**src/include/tcp_pkg.sv**
```systemverilog
// constants, modes and register indices for the 16-bit compare/pwm timer
// assumes 8-bit registers placed one per 32-bit word, byte address = 4 * index
package tcp_pkg;
  localparam int unsigned IDX_W = 8;
  // register indices; byte address is four times the index
  localparam logic [7:0] IDX_CC0L = 8'hDA;
  localparam logic [7:0] IDX_CC0H = 8'hDB;
  localparam logic [7:0] IDX_CC1L = 8'hDC;
  localparam logic [7:0] IDX_CC1H = 8'hDD;
  localparam logic [7:0] IDX_CC2L = 8'hDE;
  localparam logic [7:0] IDX_CC2H = 8'hDF;
  localparam logic [7:0] IDX_CNTL = 8'hE2;
  localparam logic [7:0] IDX_CNTH = 8'hE3;
  localparam logic [7:0] IDX_CTL = 8'hE4;
  localparam logic [7:0] IDX_CCTL0 = 8'hE5;
  localparam logic [7:0] IDX_CCTL2 = 8'hE7;
  localparam logic [7:0] IDX_OVFM = 8'hE8;
  localparam logic [7:0] IDX_CC_STEP = 8'h02;
  // control/status field positions
  localparam int unsigned CTL_OVF_BIT = 4;
  localparam int unsigned CTL_DIV_LSB = 2;
  localparam int unsigned CTL_MODE_LSB = 0;
  // channel control field positions
  localparam int unsigned CCTL_IM_BIT = 6;
  localparam int unsigned CCTL_CMP_LSB = 3;
  localparam int unsigned CCTL_EN_BIT = 2;
  localparam logic [7:0] CCTL_WMASK = 8'h7F;
  // reset values
  localparam logic [7:0] CCTL_RST = 8'h40;
  localparam logic [3:0] CTL_CFG_RST = 4'h0;
  localparam logic [3:0] FLAG_RST = 4'h0;
  localparam logic OVFM_RST = 1'b1;
  localparam logic [15:0] CNT_ZERO = 16'h0000;
  localparam logic [15:0] CNT_MAX = 16'hFFFF;
  localparam logic [15:0] CNT_ONE = 16'h0001;
  localparam logic [7:0] BYTE_ZERO = 8'h00;
  // prescaler last-count values for /1, /8, /32, /128
  localparam logic [6:0] PRE_LAST_1 = 7'h00;
  localparam logic [6:0] PRE_LAST_8 = 7'h07;
  localparam logic [6:0] PRE_LAST_32 = 7'h1F;
  localparam logic [6:0] PRE_LAST_128 = 7'h7F;
  localparam logic [6:0] PRE_ONE = 7'h01;
  // axi responses
  localparam logic [1:0] RESP_OKAY = 2'h0;
  localparam logic [1:0] RESP_SLVERR = 2'h2;
  typedef enum logic [1:0] {
    TCP_SUSPEND = 2'b00,
    TCP_FREE = 2'b01,
    TCP_MODULO = 2'b10,
    TCP_UPDOWN = 2'b11
  } tcp_mode_t;
  typedef enum logic [2:0] {
    CMP_SET = 3'b000,
    CMP_CLR = 3'b001,
    CMP_TOG = 3'b010,
    CMP_SET_UP = 3'b011,
    CMP_CLR_UP = 3'b100,
    CMP_CLR0_SET = 3'b101,
    CMP_SET0_CLR = 3'b110,
    CMP_NONE = 3'b111
  } tcp_cmp_t;
  typedef enum logic [0:0] {
    RD_IDLE = 1'b0,
    RD_RESP = 1'b1
  } tcp_rd_t;
endpackage

```
**src/tcp_prescaler.sv**
```systemverilog
// prescaler: turns global tick pulses into counter update strobes
// assumes global_tick is a one-cycle pulse synchronous to aclk
`timescale 1ns/1ps
module tcp_prescaler (
  input wire logic aclk,
  input wire logic aresetn,
  input wire logic global_tick,
  input wire logic run,
  input wire logic [1:0] div_sel,
  output logic step
);
  import tcp_pkg::*;
  logic [6:0] pre_r;
  logic [6:0] pre_nxt;
  wire logic [6:0] last;
  wire logic wrap;
  // division select, one last-count per code
  assign last = (div_sel == 2'b00) ? PRE_LAST_1 :
                (div_sel == 2'b01) ? PRE_LAST_8 :
                (div_sel == 2'b10) ? PRE_LAST_32 : PRE_LAST_128;
  assign wrap = (pre_r >= last);
  // only qualified ticks move the counter
  assign step = run & global_tick & wrap;
  assign pre_nxt = !run ? PRE_LAST_1 :
                   !global_tick ? pre_r :
                   wrap ? PRE_LAST_1 : pre_r + PRE_ONE;
  // restart from zero while suspended, so a start gives a full first period
  always_ff @(posedge aclk) begin
    if (!aresetn) begin
      pre_r <= PRE_LAST_1;
    end else begin
      pre_r <= pre_nxt;
    end
  end
endmodule

```
**src/tcp_channel.sv**
```systemverilog
// one compare channel: buffered compare value, match detect, output pin
// assumes cnt_nxt/adv come from the counter in the same cycle it updates
`timescale 1ns/1ps
module tcp_channel #(
  parameter bit IS_CH0 = 1'b0
) (
  input wire logic aclk,
  input wire logic aresetn,
  input wire logic adv,
  input wire logic [15:0] cnt_nxt,
  input wire logic moving_down,
  input wire logic updown,
  input wire logic ch0_match,
  input wire logic en,
  input wire logic [2:0] cmp_mode,
  input wire logic wr_low,
  input wire logic wr_high,
  input wire logic [7:0] wbyte,
  output logic match,
  output logic pin,
  output logic [15:0] value
);
  import tcp_pkg::*;
  logic [7:0] low_buf_r;
  logic [15:0] val_r;
  logic [15:0] pend_r;
  logic pend_v_r;
  logic pin_r;
  wire logic at_zero;
  wire logic direct;
  wire logic pin_nxt;
  wire logic do_set;
  wire logic do_clr;
  wire logic do_tog;
  wire logic up_hit;
  wire logic dn_hit;
  // modes 1-3 load at once, all others wait for the counter to reach zero
  assign direct = (cmp_mode == CMP_SET) | (cmp_mode == CMP_CLR) | (cmp_mode == CMP_TOG);
  assign at_zero = adv & (cnt_nxt == CNT_ZERO);
  assign match = adv & en & (cnt_nxt == val_r);
  assign up_hit = match & !moving_down;
  assign dn_hit = match & moving_down;
  // pin actions per compare code; channel 0 has no period-relative codes
  assign do_set = (match & (cmp_mode == CMP_SET)) |
                  (up_hit & (cmp_mode == CMP_SET_UP)) |
                  (en & (cmp_mode == CMP_CLR_UP) & (updown ? dn_hit : at_zero)) |
                  (!IS_CH0 & match & (cmp_mode == CMP_CLR0_SET)) |
                  (!IS_CH0 & en & adv & ch0_match & (cmp_mode == CMP_SET0_CLR));
  assign do_clr = (match & (cmp_mode == CMP_CLR)) |
                  (up_hit & (cmp_mode == CMP_CLR_UP)) |
                  (en & (cmp_mode == CMP_SET_UP) & (updown ? dn_hit : at_zero)) |
                  (!IS_CH0 & en & adv & ch0_match & (cmp_mode == CMP_CLR0_SET)) |
                  (!IS_CH0 & match & (cmp_mode == CMP_SET0_CLR));
  assign do_tog = match & (cmp_mode == CMP_TOG);
  // a set and a clear in the same cycle leave the pin set, whichever is the own match
  assign pin_nxt = do_tog ? !pin_r : (do_set & !do_clr) ? 1'b1 :
                   (do_clr & !do_set) ? 1'b0 : (do_set & do_clr) ? match : pin_r;
  assign pin = pin_r; // flop output keeps the edge glitch-free
  assign value = val_r;
  // low byte waits in a buffer until the high byte arrives
  always_ff @(posedge aclk) begin
    if (!aresetn) begin
      low_buf_r <= BYTE_ZERO;
      val_r <= CNT_ZERO;
      pend_r <= CNT_ZERO;
      pend_v_r <= 1'b0;
      pin_r <= 1'b0;
    end else begin
      pin_r <= pin_nxt;
      if (wr_low) begin
        low_buf_r <= wbyte;
      end
      if (wr_high && direct) begin
        val_r <= {wbyte, low_buf_r};
        pend_v_r <= 1'b0;
      end else if (wr_high) begin
        pend_r <= {wbyte, low_buf_r};
        pend_v_r <= 1'b1;
      end else if (pend_v_r && (at_zero || direct)) begin
        val_r <= pend_r;
        pend_v_r <= 1'b0;
      end
    end
  end
endmodule

```
**src/tcp_timer.sv**
```systemverilog
// top of the 16-bit three-channel compare/pwm timer with an axi4-lite slave
// assumes global_tick is the divided system tick, one-cycle pulse on aclk
// Notes on behaviour
// - a channel in compare mode drives its pin as an output.
// - on equality the pin is set, cleared or toggled per compare code.
// - pin edges come from flops, so no glitches within a mode.
// - compare low byte write is buffered until the high byte is written.
// - codes for modes 1 to 3 load the new value at once.
// - other codes load the new value when the counter reaches zero.
// - channel 0 lacks the period-relative codes used by modes 6 and 7.
// - each match sets the channel flag, except channel 0 in up/down counting; its mask gates the request.
// - in up/down counting the channel 0 flag is set at zero.
// - overflow and channel events all feed one request line.
// - a request stays until software clears the flag; masked sources never request.
// - setting a mask with its flag already set raises the request at once.
// - three dma triggers pulse on channel 0, 1 and 2 compare events.
// - count high byte reads the upper byte latched at the low byte read.
// - any count low byte write clears the whole counter, value ignored.
// - flags at bits 7..4 of control; write 0 clears, 1 does nothing.
// - overflow flag sets at terminal count in free and modulo counting.
// - prescaler code 00/01/10/11 divides the tick by 1, 8, 32, 128.
// - mode 00 halts, 01 free runs, 10 modulo, 11 counts up and down.
// - up/down period is twice the channel 0 value in timer ticks.
// - codes 000 set, 001 clear, 010 toggle, 011 and 100 set/clear pairs.
// - channels 1 and 2: 101 clears on ch0 match, sets on own; 110 reverse.
// - channel interrupt masks reset to one.
//
// Added by the designer: the AXI4-Lite register port.
`timescale 1ns/1ps
module tcp_timer #(
  parameter int unsigned ADDR_W = 12
) (
  input wire logic aclk,
  input wire logic aresetn,
  input wire logic [ADDR_W-1:0] s_axi_awaddr,
  input wire logic [2:0] s_axi_awprot,
  input wire logic s_axi_awvalid,
  output logic s_axi_awready,
  input wire logic [31:0] s_axi_wdata,
  input wire logic [3:0] s_axi_wstrb,
  input wire logic s_axi_wvalid,
  output logic s_axi_wready,
  output logic [1:0] s_axi_bresp,
  output logic s_axi_bvalid,
  input wire logic s_axi_bready,
  input wire logic [ADDR_W-1:0] s_axi_araddr,
  input wire logic [2:0] s_axi_arprot,
  input wire logic s_axi_arvalid,
  output logic s_axi_arready,
  output logic [31:0] s_axi_rdata,
  output logic [1:0] s_axi_rresp,
  output logic s_axi_rvalid,
  input wire logic s_axi_rready,
  input wire logic global_tick,
  output logic [2:0] ch_out,
  output logic [2:0] ch_oe,
  output logic dma_trigger_channel0,
  output logic dma_trigger_channel1,
  output logic dma_trigger_channel2,
  output logic irq_req
);
  import tcp_pkg::*;

  // refuse an address bus too narrow for the highest index
  generate
    if (ADDR_W < IDX_W + 2) begin : g_bad_addr
      $error("tcp_timer: ADDR_W too small for register indices");
    end
  endgenerate

  // write channel holding registers
  logic aw_hold_r;
  logic w_hold_r;
  logic [ADDR_W-1:0] awaddr_r;
  logic [7:0] wbyte_r;
  logic wstrb0_r;
  logic bvalid_r;
  logic [1:0] bresp_r;
  // read channel
  tcp_rd_t rd_state_r;
  logic [31:0] rdata_r;
  logic [1:0] rresp_r;
  // timer state
  logic [15:0] cnt_r;
  logic [15:0] cnt_nxt;
  logic dir_down_r;
  logic dir_down_nxt;
  logic moving_down;
  logic [7:0] cnt_hi_hold_r;
  logic [3:0] ctl_cfg_r;
  logic [3:0] flag_r;
  logic [3:0] flag_nxt;
  logic ovf_mask_r;
  logic [7:0] cctl_r [3];
  logic [2:0] dma_r;
  logic step;

  // per-channel wires
  wire logic [2:0] ch_match;
  wire logic [2:0] ch_pin;
  wire logic [15:0] ch_val [3];
  wire logic [2:0] ch_en;
  wire logic [2:0] ch_im;
  wire logic [2:0] ch_wr_low;
  wire logic [2:0] ch_wr_high;
  wire logic [2:0] ch_wr_cctl;

  // address decode for the committed write and the accepted read
  wire logic wr_fire;
  wire logic wr_en8;
  wire logic [IDX_W-1:0] wr_idx;
  wire logic wr_upper_ok;
  wire logic wr_mapped;
  wire logic rd_fire;
  wire logic [IDX_W-1:0] rd_idx;
  wire logic rd_upper_ok;
  wire logic rd_mapped;
  wire logic [7:0] rd_byte;
  wire logic wr_cntl;
  wire logic wr_ctl;
  wire logic wr_ovfm;
  wire logic rd_cntl;

  // mode decode
  wire tcp_mode_t mode;
  wire logic run;
  wire logic adv;
  wire logic updown;
  wire logic [15:0] cc0;
  wire logic ovf_evt;
  wire logic at_zero;
  wire logic [3:0] flag_set;
  wire logic [3:0] flag_clr;

  // index is the byte address over four; upper bits must be zero to hit
  assign wr_idx = awaddr_r[IDX_W+1:2];
  assign rd_idx = s_axi_araddr[IDX_W+1:2];
  assign wr_upper_ok = ((awaddr_r >> (IDX_W + 2)) == '0);
  assign rd_upper_ok = ((s_axi_araddr >> (IDX_W + 2)) == '0);
  assign wr_mapped = wr_upper_ok & tcp_hit(wr_idx);
  assign rd_mapped = rd_upper_ok & tcp_hit(rd_idx);

  // every implemented index, used for the slverr answer
  function automatic logic tcp_hit(input logic [IDX_W-1:0] idx);
    tcp_hit = ((idx >= IDX_CC0L) && (idx <= IDX_CC2H)) ||
              ((idx >= IDX_CNTL) && (idx <= IDX_OVFM));
  endfunction

  // write commits once address and data are both held; either may come first
  assign s_axi_awready = !aw_hold_r && !bvalid_r;
  assign s_axi_wready = !w_hold_r && !bvalid_r;
  assign wr_fire = aw_hold_r && w_hold_r && !bvalid_r;
  // registers live in byte lane 0; a write without that strobe changes nothing
  assign wr_en8 = wr_fire && wstrb0_r && wr_mapped;
  assign wr_cntl = wr_en8 && (wr_idx == IDX_CNTL);
  assign wr_ctl = wr_en8 && (wr_idx == IDX_CTL);
  assign wr_ovfm = wr_en8 && (wr_idx == IDX_OVFM);
  assign s_axi_bvalid = bvalid_r;
  assign s_axi_bresp = bresp_r;

  always_ff @(posedge aclk) begin
    if (!aresetn) begin
      aw_hold_r <= 1'b0;
      w_hold_r <= 1'b0;
      awaddr_r <= '0;
      wbyte_r <= BYTE_ZERO;
      wstrb0_r <= 1'b0;
      bvalid_r <= 1'b0;
      bresp_r <= RESP_OKAY;
    end else begin
      if (s_axi_awvalid && s_axi_awready) begin
        aw_hold_r <= 1'b1;
        awaddr_r <= s_axi_awaddr;
      end
      if (s_axi_wvalid && s_axi_wready) begin
        w_hold_r <= 1'b1;
        wbyte_r <= s_axi_wdata[7:0];
        wstrb0_r <= s_axi_wstrb[0];
      end
      if (wr_fire) begin
        aw_hold_r <= 1'b0;
        w_hold_r <= 1'b0;
        bvalid_r <= 1'b1;
        bresp_r <= wr_mapped ? RESP_OKAY : RESP_SLVERR;
      end else if (bvalid_r && s_axi_bready) begin
        bvalid_r <= 1'b0;
      end
    end
  end

  // read: one outstanding, data registered the edge the address is taken
  assign s_axi_arready = (rd_state_r == RD_IDLE);
  assign rd_fire = s_axi_arvalid && s_axi_arready;
  assign rd_cntl = rd_fire && rd_mapped && (rd_idx == IDX_CNTL);
  assign s_axi_rvalid = (rd_state_r == RD_RESP);
  assign s_axi_rdata = rdata_r;
  assign s_axi_rresp = rresp_r;

  // readback selection; unmapped and reserved bits read as zero
  assign rd_byte = !rd_mapped ? BYTE_ZERO :
    (rd_idx == IDX_CNTL) ? cnt_r[7:0] :
    (rd_idx == IDX_CNTH) ? cnt_hi_hold_r :
    (rd_idx == IDX_CTL) ? {flag_r, ctl_cfg_r} :
    (rd_idx == IDX_OVFM) ? {7'h00, ovf_mask_r} :
    (rd_idx == IDX_CCTL0) ? cctl_r[0] :
    (rd_idx == IDX_CCTL0 + 8'h01) ? cctl_r[1] :
    (rd_idx == IDX_CCTL2) ? cctl_r[2] :
    (rd_idx == IDX_CC0L) ? ch_val[0][7:0] :
    (rd_idx == IDX_CC0H) ? ch_val[0][15:8] :
    (rd_idx == IDX_CC1L) ? ch_val[1][7:0] :
    (rd_idx == IDX_CC1H) ? ch_val[1][15:8] :
    (rd_idx == IDX_CC2L) ? ch_val[2][7:0] : ch_val[2][15:8];

  always_ff @(posedge aclk) begin
    if (!aresetn) begin
      rd_state_r <= RD_IDLE;
      rdata_r <= 32'h0000_0000;
      rresp_r <= RESP_OKAY;
    end else begin
      case (rd_state_r)
        RD_IDLE: begin
          if (rd_fire) begin
            rd_state_r <= RD_RESP;
            rdata_r <= {24'h00_0000, rd_byte};
            rresp_r <= rd_mapped ? RESP_OKAY : RESP_SLVERR;
          end
        end
        RD_RESP: begin
          if (s_axi_rready) begin
            rd_state_r <= RD_IDLE;
          end
        end
        default: begin
          rd_state_r <= RD_IDLE;
        end
      endcase
    end
  end

  // mode and prescaler come straight from the control register
  assign mode = tcp_mode_t'(ctl_cfg_r[CTL_MODE_LSB +: 2]);
  assign run = (mode != TCP_SUSPEND);
  assign updown = (mode == TCP_UPDOWN);
  // a counter clear in the same cycle beats a step, so its events never fire
  assign adv = step && !wr_cntl;
  assign cc0 = ch_val[0];
  assign at_zero = adv && (cnt_nxt == CNT_ZERO);

  tcp_prescaler u_pre (
    .aclk(aclk),
    .aresetn(aresetn),
    .global_tick(global_tick),
    .run(run),
    .div_sel(ctl_cfg_r[CTL_DIV_LSB +: 2]),
    .step(step)
  );

  // next count per counting mode
  always_comb begin
    cnt_nxt = cnt_r;
    dir_down_nxt = dir_down_r;
    moving_down = 1'b0;
    case (mode)
      TCP_FREE: begin
        cnt_nxt = cnt_r + CNT_ONE; // wraps 0xFFFF to 0x0000
        dir_down_nxt = 1'b0;
      end
      TCP_MODULO: begin
        cnt_nxt = (cnt_r == cc0) ? CNT_ZERO : cnt_r + CNT_ONE;
        dir_down_nxt = 1'b0;
      end
      TCP_UPDOWN: begin
        // turn at cc0 and at zero; a full cycle spans 2 * cc0 steps
        moving_down = dir_down_r ? (cnt_r != CNT_ZERO) : (cnt_r >= cc0);
        cnt_nxt = moving_down ? cnt_r - CNT_ONE : cnt_r + CNT_ONE;
        dir_down_nxt = moving_down ? (cnt_nxt != CNT_ZERO) : (cnt_nxt >= cc0);
      end
      default: begin
        cnt_nxt = cnt_r;
      end
    endcase
  end

  // counter and low-byte-read latch
  always_ff @(posedge aclk) begin
    if (!aresetn) begin
      cnt_r <= CNT_ZERO;
      dir_down_r <= 1'b0;
      cnt_hi_hold_r <= BYTE_ZERO;
    end else begin
      if (wr_cntl) begin
        cnt_r <= CNT_ZERO;
        dir_down_r <= 1'b0;
      end else if (step) begin
        cnt_r <= cnt_nxt;
        dir_down_r <= dir_down_nxt;
      end
      if (rd_cntl) begin
        cnt_hi_hold_r <= cnt_r[15:8];
      end
    end
  end

  // terminal count: 0xFFFF free, cc0 modulo, zero in up/down
  assign ovf_evt = adv && (((mode == TCP_FREE) && (cnt_nxt == CNT_MAX)) ||
                           ((mode == TCP_MODULO) && (cnt_nxt == cc0)) ||
                           (updown && (cnt_nxt == CNT_ZERO)));
  // flag order is {ch2, ch1, ch0, ovf} at control bits 7..4
  assign flag_set = {ch_match[2], ch_match[1],
                     updown ? (at_zero && ch_en[0]) : ch_match[0],
                     ovf_evt};
  assign flag_clr = wr_ctl ? ~wbyte_r[7:CTL_OVF_BIT] : 4'h0;
  // set wins over a clear in the same cycle so no event is lost
  assign flag_nxt = (flag_r & ~flag_clr) | flag_set;

  always_ff @(posedge aclk) begin
    if (!aresetn) begin
      flag_r <= FLAG_RST;
      ctl_cfg_r <= CTL_CFG_RST;
      ovf_mask_r <= OVFM_RST;
      dma_r <= 3'h0;
    end else begin
      flag_r <= flag_nxt;
      dma_r <= ch_match;
      if (wr_ctl) begin
        ctl_cfg_r <= wbyte_r[3:0];
      end
      if (wr_ovfm) begin
        ovf_mask_r <= wbyte_r[0];
      end
    end
  end

  // one level request; it stays high until software clears the flag
  // and rises at once when a mask is set over a pending flag
  assign irq_req = |(flag_r[3:1] & ch_im) | (flag_r[0] & ovf_mask_r);
  assign dma_trigger_channel0 = dma_r[0];
  assign dma_trigger_channel1 = dma_r[1];
  assign dma_trigger_channel2 = dma_r[2];
  assign ch_out = ch_pin;
  assign ch_oe = ch_en;

  // per-channel control register, decode and compare logic
  genvar gi;
  generate
    for (gi = 0; gi < 3; gi++) begin : g_ch
      localparam logic [7:0] IDX_L = IDX_CC0L + IDX_CC_STEP * 8'(gi);
      localparam logic [7:0] IDX_C = IDX_CCTL0 + 8'(gi);
      assign ch_wr_low[gi] = wr_en8 && (wr_idx == IDX_L);
      assign ch_wr_high[gi] = wr_en8 && (wr_idx == IDX_L + 8'h01);
      assign ch_wr_cctl[gi] = wr_en8 && (wr_idx == IDX_C);
      assign ch_en[gi] = cctl_r[gi][CCTL_EN_BIT];
      assign ch_im[gi] = cctl_r[gi][CCTL_IM_BIT];

      // bit 7 reserved and kept at zero
      always_ff @(posedge aclk) begin
        if (!aresetn) begin
          cctl_r[gi] <= CCTL_RST;
        end else if (ch_wr_cctl[gi]) begin
          cctl_r[gi] <= wbyte_r & CCTL_WMASK;
        end
      end

      tcp_channel #(
        .IS_CH0(gi == 0)
      ) u_ch (
        .aclk(aclk),
        .aresetn(aresetn),
        .adv(adv),
        .cnt_nxt(cnt_nxt),
        .moving_down(moving_down),
        .updown(updown),
        .ch0_match(adv && (cnt_nxt == cc0)),
        .en(ch_en[gi]),
        .cmp_mode(cctl_r[gi][CCTL_CMP_LSB +: 3]),
        .wr_low(ch_wr_low[gi]),
        .wr_high(ch_wr_high[gi]),
        .wbyte(wbyte_r),
        .match(ch_match[gi]),
        .pin(ch_pin[gi]),
        .value(ch_val[gi])
      );
    end
  endgenerate
endmodule

```
**config.mk**
```make
export PLATFORM = sky130hd
export DESIGN_NAME = tcp_timer
export DESIGN_NICKNAME = d
export VERILOG_FILES = /design/src/include/tcp_pkg.sv /design/src/tcp_prescaler.sv /design/src/tcp_channel.sv /design/src/tcp_timer.sv
export SDC_FILE = /design/constraint.sdc
export NUM_CORES = 1
export LEC_CHECK = 0
export BUFFER_PORTS_ARGS = -buffer_cell sky130_fd_sc_hd__buf_2
export CELL_PAD_IN_SITES_DETAIL_PLACEMENT = 0
export CELL_PAD_IN_SITES_GLOBAL_PLACEMENT = 1
export CORE_ASPECT_RATIO = 1.25
export CORE_MARGIN = 2
export CORE_UTILIZATION = 45
export DETAILED_ROUTE_END_ITERATION = 10
export PLACE_DENSITY = 0.81
export SYNTH_ARGS = -nofsm -noshare
export SYNTH_HDL_FRONTEND = slang
export SYNTH_SLANG_ARGS = --single-unit
```
**constraint.sdc**
```tcl
create_clock -name aclk -period 6.9 [get_ports aclk]
set_clock_uncertainty 0.2 [all_clocks]
set_input_delay 0.69 -clock aclk [delete_from_list [all_inputs] [get_ports aclk]]
set_output_delay 0.69 -clock aclk [all_outputs]
set_load 0.03 [all_outputs]
```
==> impl_metrics.xml <==
<?xml version="1.0" encoding="UTF-8"?>
<metrics>
  <group name="synth">
    <metric name="synth_top_cells_by_count" unit="">nand2_1 (260), dfxtp_1 (203), nor2_1 (192)</metric>
    <metric name="cell_area_after_synthesis" unit="um2">14600</metric>
    <metric name="postSynth.topFlopCell" unit="">dfxtp_1</metric>
    <metric name="synthesis.instances" unit="">1901</metric>
    <metric name="synth.distinct_cells" unit="">86</metric>
    <metric name="seq_area_frac_synth" unit="">0.321</metric>
    <metric name="postSynth.asyncResetShare" unit="">0</metric>
    <metric name="synthesis.yosys.warnings" unit="">0</metric>
    <metric name="syn_avg_cell_area" unit="um2">7.68</metric>
    <metric name="yosys.area.top_type" unit="">dfxtp_1</metric>
    <metric name="synth.most_common_cell" unit="">nand2_1</metric>
    <metric name="edff_count_synth" unit="">21</metric>
    <metric name="flip_flop_and_latch_count_after_synthesis" unit="">224</metric>
    <metric name="synthDominantCellAreaShare" unit="">0.278</metric>
    <metric name="cell_types_with_the_largest_area_share_after_synthesis" unit="">dfxtp_1 (28%), nand2_1 (6.7%), a21oi_1 (6.2%), mux2i_1 (5.8%), nor2_1 (4.9%)</metric>
  </group>
  <group name="finish">
    <metric name="layout.nets" unit="">2002</metric>
    <metric name="multi_input_gate_area" unit="um2">9050</metric>
    <metric name="final_cell_area" unit="um2">15900</metric>
    <metric name="final_cells" unit="">2316</metric>
    <metric name="area_growth_syn_to_fin" unit="%">9.00</metric>
    <metric name="insertedDiodeCount" unit="">0</metric>
    <metric name="area_taken_by_flip_flops_and_latches" unit="um2">4690</metric>
    <metric name="num-fill-cells" unit="">3140</metric>
    <metric name="post_route_cells_drive_above_1_share" unit="">0.0987</metric>
  </group>
  <group name="clocking">
    <metric name="cts.repair.resized" unit="">0</metric>
    <metric name="cts_made_buffers" unit="">25</metric>
    <metric name="post_cts.repair.setup_buffers" unit="">0</metric>
    <metric name="clock-root-buffer" unit="">clkbuf_16</metric>
    <metric name="cts_hold_buffers" unit="">0</metric>
    <metric name="cts.htree.levels" unit="">1</metric>
    <metric name="clk_pin_slew" unit="ns">0.06</metric>
    <metric name="cts_buffer_depth" unit="">3</metric>
    <metric name="worst_skew_pair.late_latency" unit="ns">0.53</metric>
    <metric name="clock-sinks" unit="">224</metric>
    <metric name="tritoncts" unit="">yes</metric>
  </group>
  <group name="sta">
    <metric name="tightest_slew" unit="ns">1.42</metric>
    <metric name="setup_ws" unit="ns">1.07</metric>
    <metric name="relSlewSlack" unit="">0.0381</metric>
    <metric name="finalHoldViolCount" unit="">0</metric>
    <metric name="rsz_0062_raised_after_global_routing" unit="">false</metric>
    <metric name="final.period_utilization" unit="">0.845</metric>
    <metric name="max_freq" unit="MHz">171</metric>
    <metric name="period_needed" unit="ns">5.83</metric>
    <metric name="finalMaxSlewViolations" unit="">0</metric>
    <metric name="finalSetupTns" unit="ns">0</metric>
    <metric name="timing.final.setup_violations" unit="">0</metric>
  </group>
  <group name="drt">
    <metric name="firstDrtPassIters" unit="">6</metric>
    <metric name="initialDrtViolationCount" unit="">1357</metric>
    <metric name="wire_per_inst" unit="um">22.7</metric>
    <metric name="route.detailed.vias_per_inst" unit="">6.27</metric>
    <metric name="drcViolationCount" unit="">0</metric>
    <metric name="drtAntennaViolNets" unit="">0</metric>
    <metric name="routed_wl" unit="mm">52.6</metric>
    <metric name="dr_total_vias" unit="">14500</metric>
  </group>
  <group name="flow_run">
    <metric name="count_of_maximum_capacitance_violations" unit="">0</metric>
  </group>
  <group name="die">
    <metric name="initial_utilization" unit="">0.458</metric>
    <metric name="placeableCoreArea" unit="um2">31900</metric>
    <metric name="dieArea" unit="um2">33900</metric>
    <metric name="io-pin-count" unit="">125</metric>
    <metric name="die-height" unit="um">205</metric>
    <metric name="fp-row-count" unit="">73</metric>
    <metric name="fp.dieW" unit="um">165</metric>
  </group>
  <group name="setup_path">
    <metric name="worst_ep_required_time" unit="ns">7.13</metric>
    <metric name="cp-start-kind" unit="">flop</metric>
    <metric name="timing.setup.critical_path_class" unit="">flop to flop</metric>
    <metric name="worst_ep_arrival_time" unit="ns">6.07</metric>
    <metric name="capturing_element_type_of_the_critical_path" unit="">flop</metric>
    <metric name="worstPathMaxFanout" unit="">32</metric>
    <metric name="r2r_setup_slack" unit="ns">1.07</metric>
  </group>
  <group name="place">
    <metric name="placement.setup.worst_slack" unit="ns">1.26</metric>
    <metric name="placed_area" unit="um2">15100</metric>
    <metric name="dpl_hpwl" unit="mm">38.8</metric>
    <metric name="place.port_buffers" unit="">61</metric>
    <metric name="global_placement_routability_congestion" unit="">1.03</metric>
    <metric name="numPlacedInstances" unit="">2271</metric>
  </group>
  <group name="global_routing">
    <metric name="largest_net_degree_at_the_start_of_global_routing" unit="">88</metric>
    <metric name="grt_pass1_vias" unit="">13500</metric>
    <metric name="globalRoute.totalOverflow" unit="">0</metric>
    <metric name="gr_util_all_layers" unit="">0.309</metric>
    <metric name="grt_pass1_wl" unit="mm">79.7</metric>
    <metric name="antenna_found_initial" unit="">0</metric>
  </group>
  <group name="power_and_ir_drop">
    <metric name="worst_ir_drop_vdd" unit="V">0.000150</metric>
    <metric name="totalPowerFinal" unit="W">0.00284</metric>
    <metric name="power_density" unit="nW/um2">178</metric>
    <metric name="leakage" unit="nW">5.55</metric>
  </group>
  <group name="min_path">
    <metric name="hold_path_class" unit="">input port to flop</metric>
  </group>
  <group name="status">
    <metric name="run_status" unit="">completed</metric>
  </group>
</metrics>
## critical path, stage by stage (launching register included)
cell       delay [ns]
dfxtp_1          0.62
inv_1            0.14
ha_1             0.32
nand4_1          0.25
or2_1            0.36
o22ai_1          0.64
o311ai_0         0.63
o22ai_1          0.32
buf_4            0.22
o2111ai_1        0.14
nor4b_1          0.37
nand4_1          0.52
nor2_1           0.24
o22a_1           0.16
buf_4            0.29
nor2_1           0.07
a211oi_1         0.23
## layer usage
| layer | share of wire | track usage | vias to the layer above |
|---|---|---|---|
| met5 | 0 | 0 | - |
| met4 | 0.078 | 0.206 | 0 |
| met3 | 0.066 | 0.0427 | 217 |
| met2 | 0.47 | 0.511 | 672 |
| met1 | 0.39 | 0.370 | 6812 |
| li1 | - | - | 6821 |
## flip-flops by register name, indices dropped and copies added (netlist names), 7 cells and up
signal	cells
awaddr_r	10
cctl_r	21
cnt_hi_hold_r	8
cnt_r	16
g_ch.u_ch.low_buf_r	24
g_ch.u_ch.pend_r	48
g_ch.u_ch.value	48
s_axi_rdata	8
u_pre.pre_r	7
wbyte_r	8
## kinds of logic after synthesis
| group | Yosys count | synth area share |
|---|---|---|
| AOI/OAI and AO/OA | 544 | 0.243 |
| xor gates and xnor gates | 61 | 0.0366 |
| adders and majority gates | 42 | 0.0360 |
| buffers and inverters | 219 | 0.0667 |
| DFF | 224 | 0.321 |
| muxes | 96 | 0.0668 |
| other | 1 | 0.000257 |
| and+or+nand+nor | 714 | 0.229 |
## final timing paths
| check | start | to | depth (start not counted) |
|---|---|---|---|
| max | g_ch[0].u_ch.value[10] | g_ch[1].u_ch.value[8] | 16 |
| min reg2reg | cnt_hi_hold_r[5] | cnt_hi_hold_r[5] | 2 |
| min | s_axi_rready | s_axi_rvalid | 2 |
| max reg2reg | g_ch[0].u_ch.value[10] | g_ch[1].u_ch.value[8] | 16 |
## metrics by stage
stage | utilization | hold slack [ns]
floorplan | - | 0.232
global placement | 0.473 | 0.239
detailed placement | 0.473 | 0.245
CTS | 0.499 | 0.123
global route | 0.499 | 0.149
finish | 0.499 | 0.137
## power breakdown
group          leakage [nW]  switching (W)  internal [W]
Combinational          3.30      0.0000940     0.0000344
Sequential             1.84      0.0000342       0.00133
Clock                 0.407       0.000546      0.000805
Total                  5.55       0.000674       0.00217
## area by class of cell
type | instances | share of cell area
inverters | 44 | 0.0105
clock inverters | 9 | 0.00621
clock buffers | 36 | 0.0457
flip-flops and latches | 224 | 0.295
multi-input cells | 1483 | 0.569
repair buffers | 108 | 0.0413
well taps | 412 | 0.0324
## cells in the final DEF, fill, tap and decap left out, drive strengths merged, types with 12 or more instances in the layout
| cell | instances |
|---|---|
| o21ai | 100 |
| nand4 | 24 |
| conb | 26 |
| xor2 | 18 |
| edfxtp | 21 |
| a22oi | 17 |
| nor4 | 26 |
| a31oi | 17 |
| buf | 108 |
| xnor2 | 43 |
| and2 | 27 |
| nand2 | 260 |
| o31ai | 15 |
| dfxtp | 203 |
| mux2 | 12 |
| nor2 | 193 |
| a21oi | 181 |
| inv | 46 |
| o21a | 14 |
| nand2b | 16 |
| nor3 | 42 |
| o22ai | 21 |
| a211oi | 71 |
| or3 | 18 |
| mux2i | 84 |
| a221oi | 15 |
| nand3 | 40 |
| clkbuf | 36 |
| ha | 42 |
No activity file was read; power rests on OpenSTA's default activity.
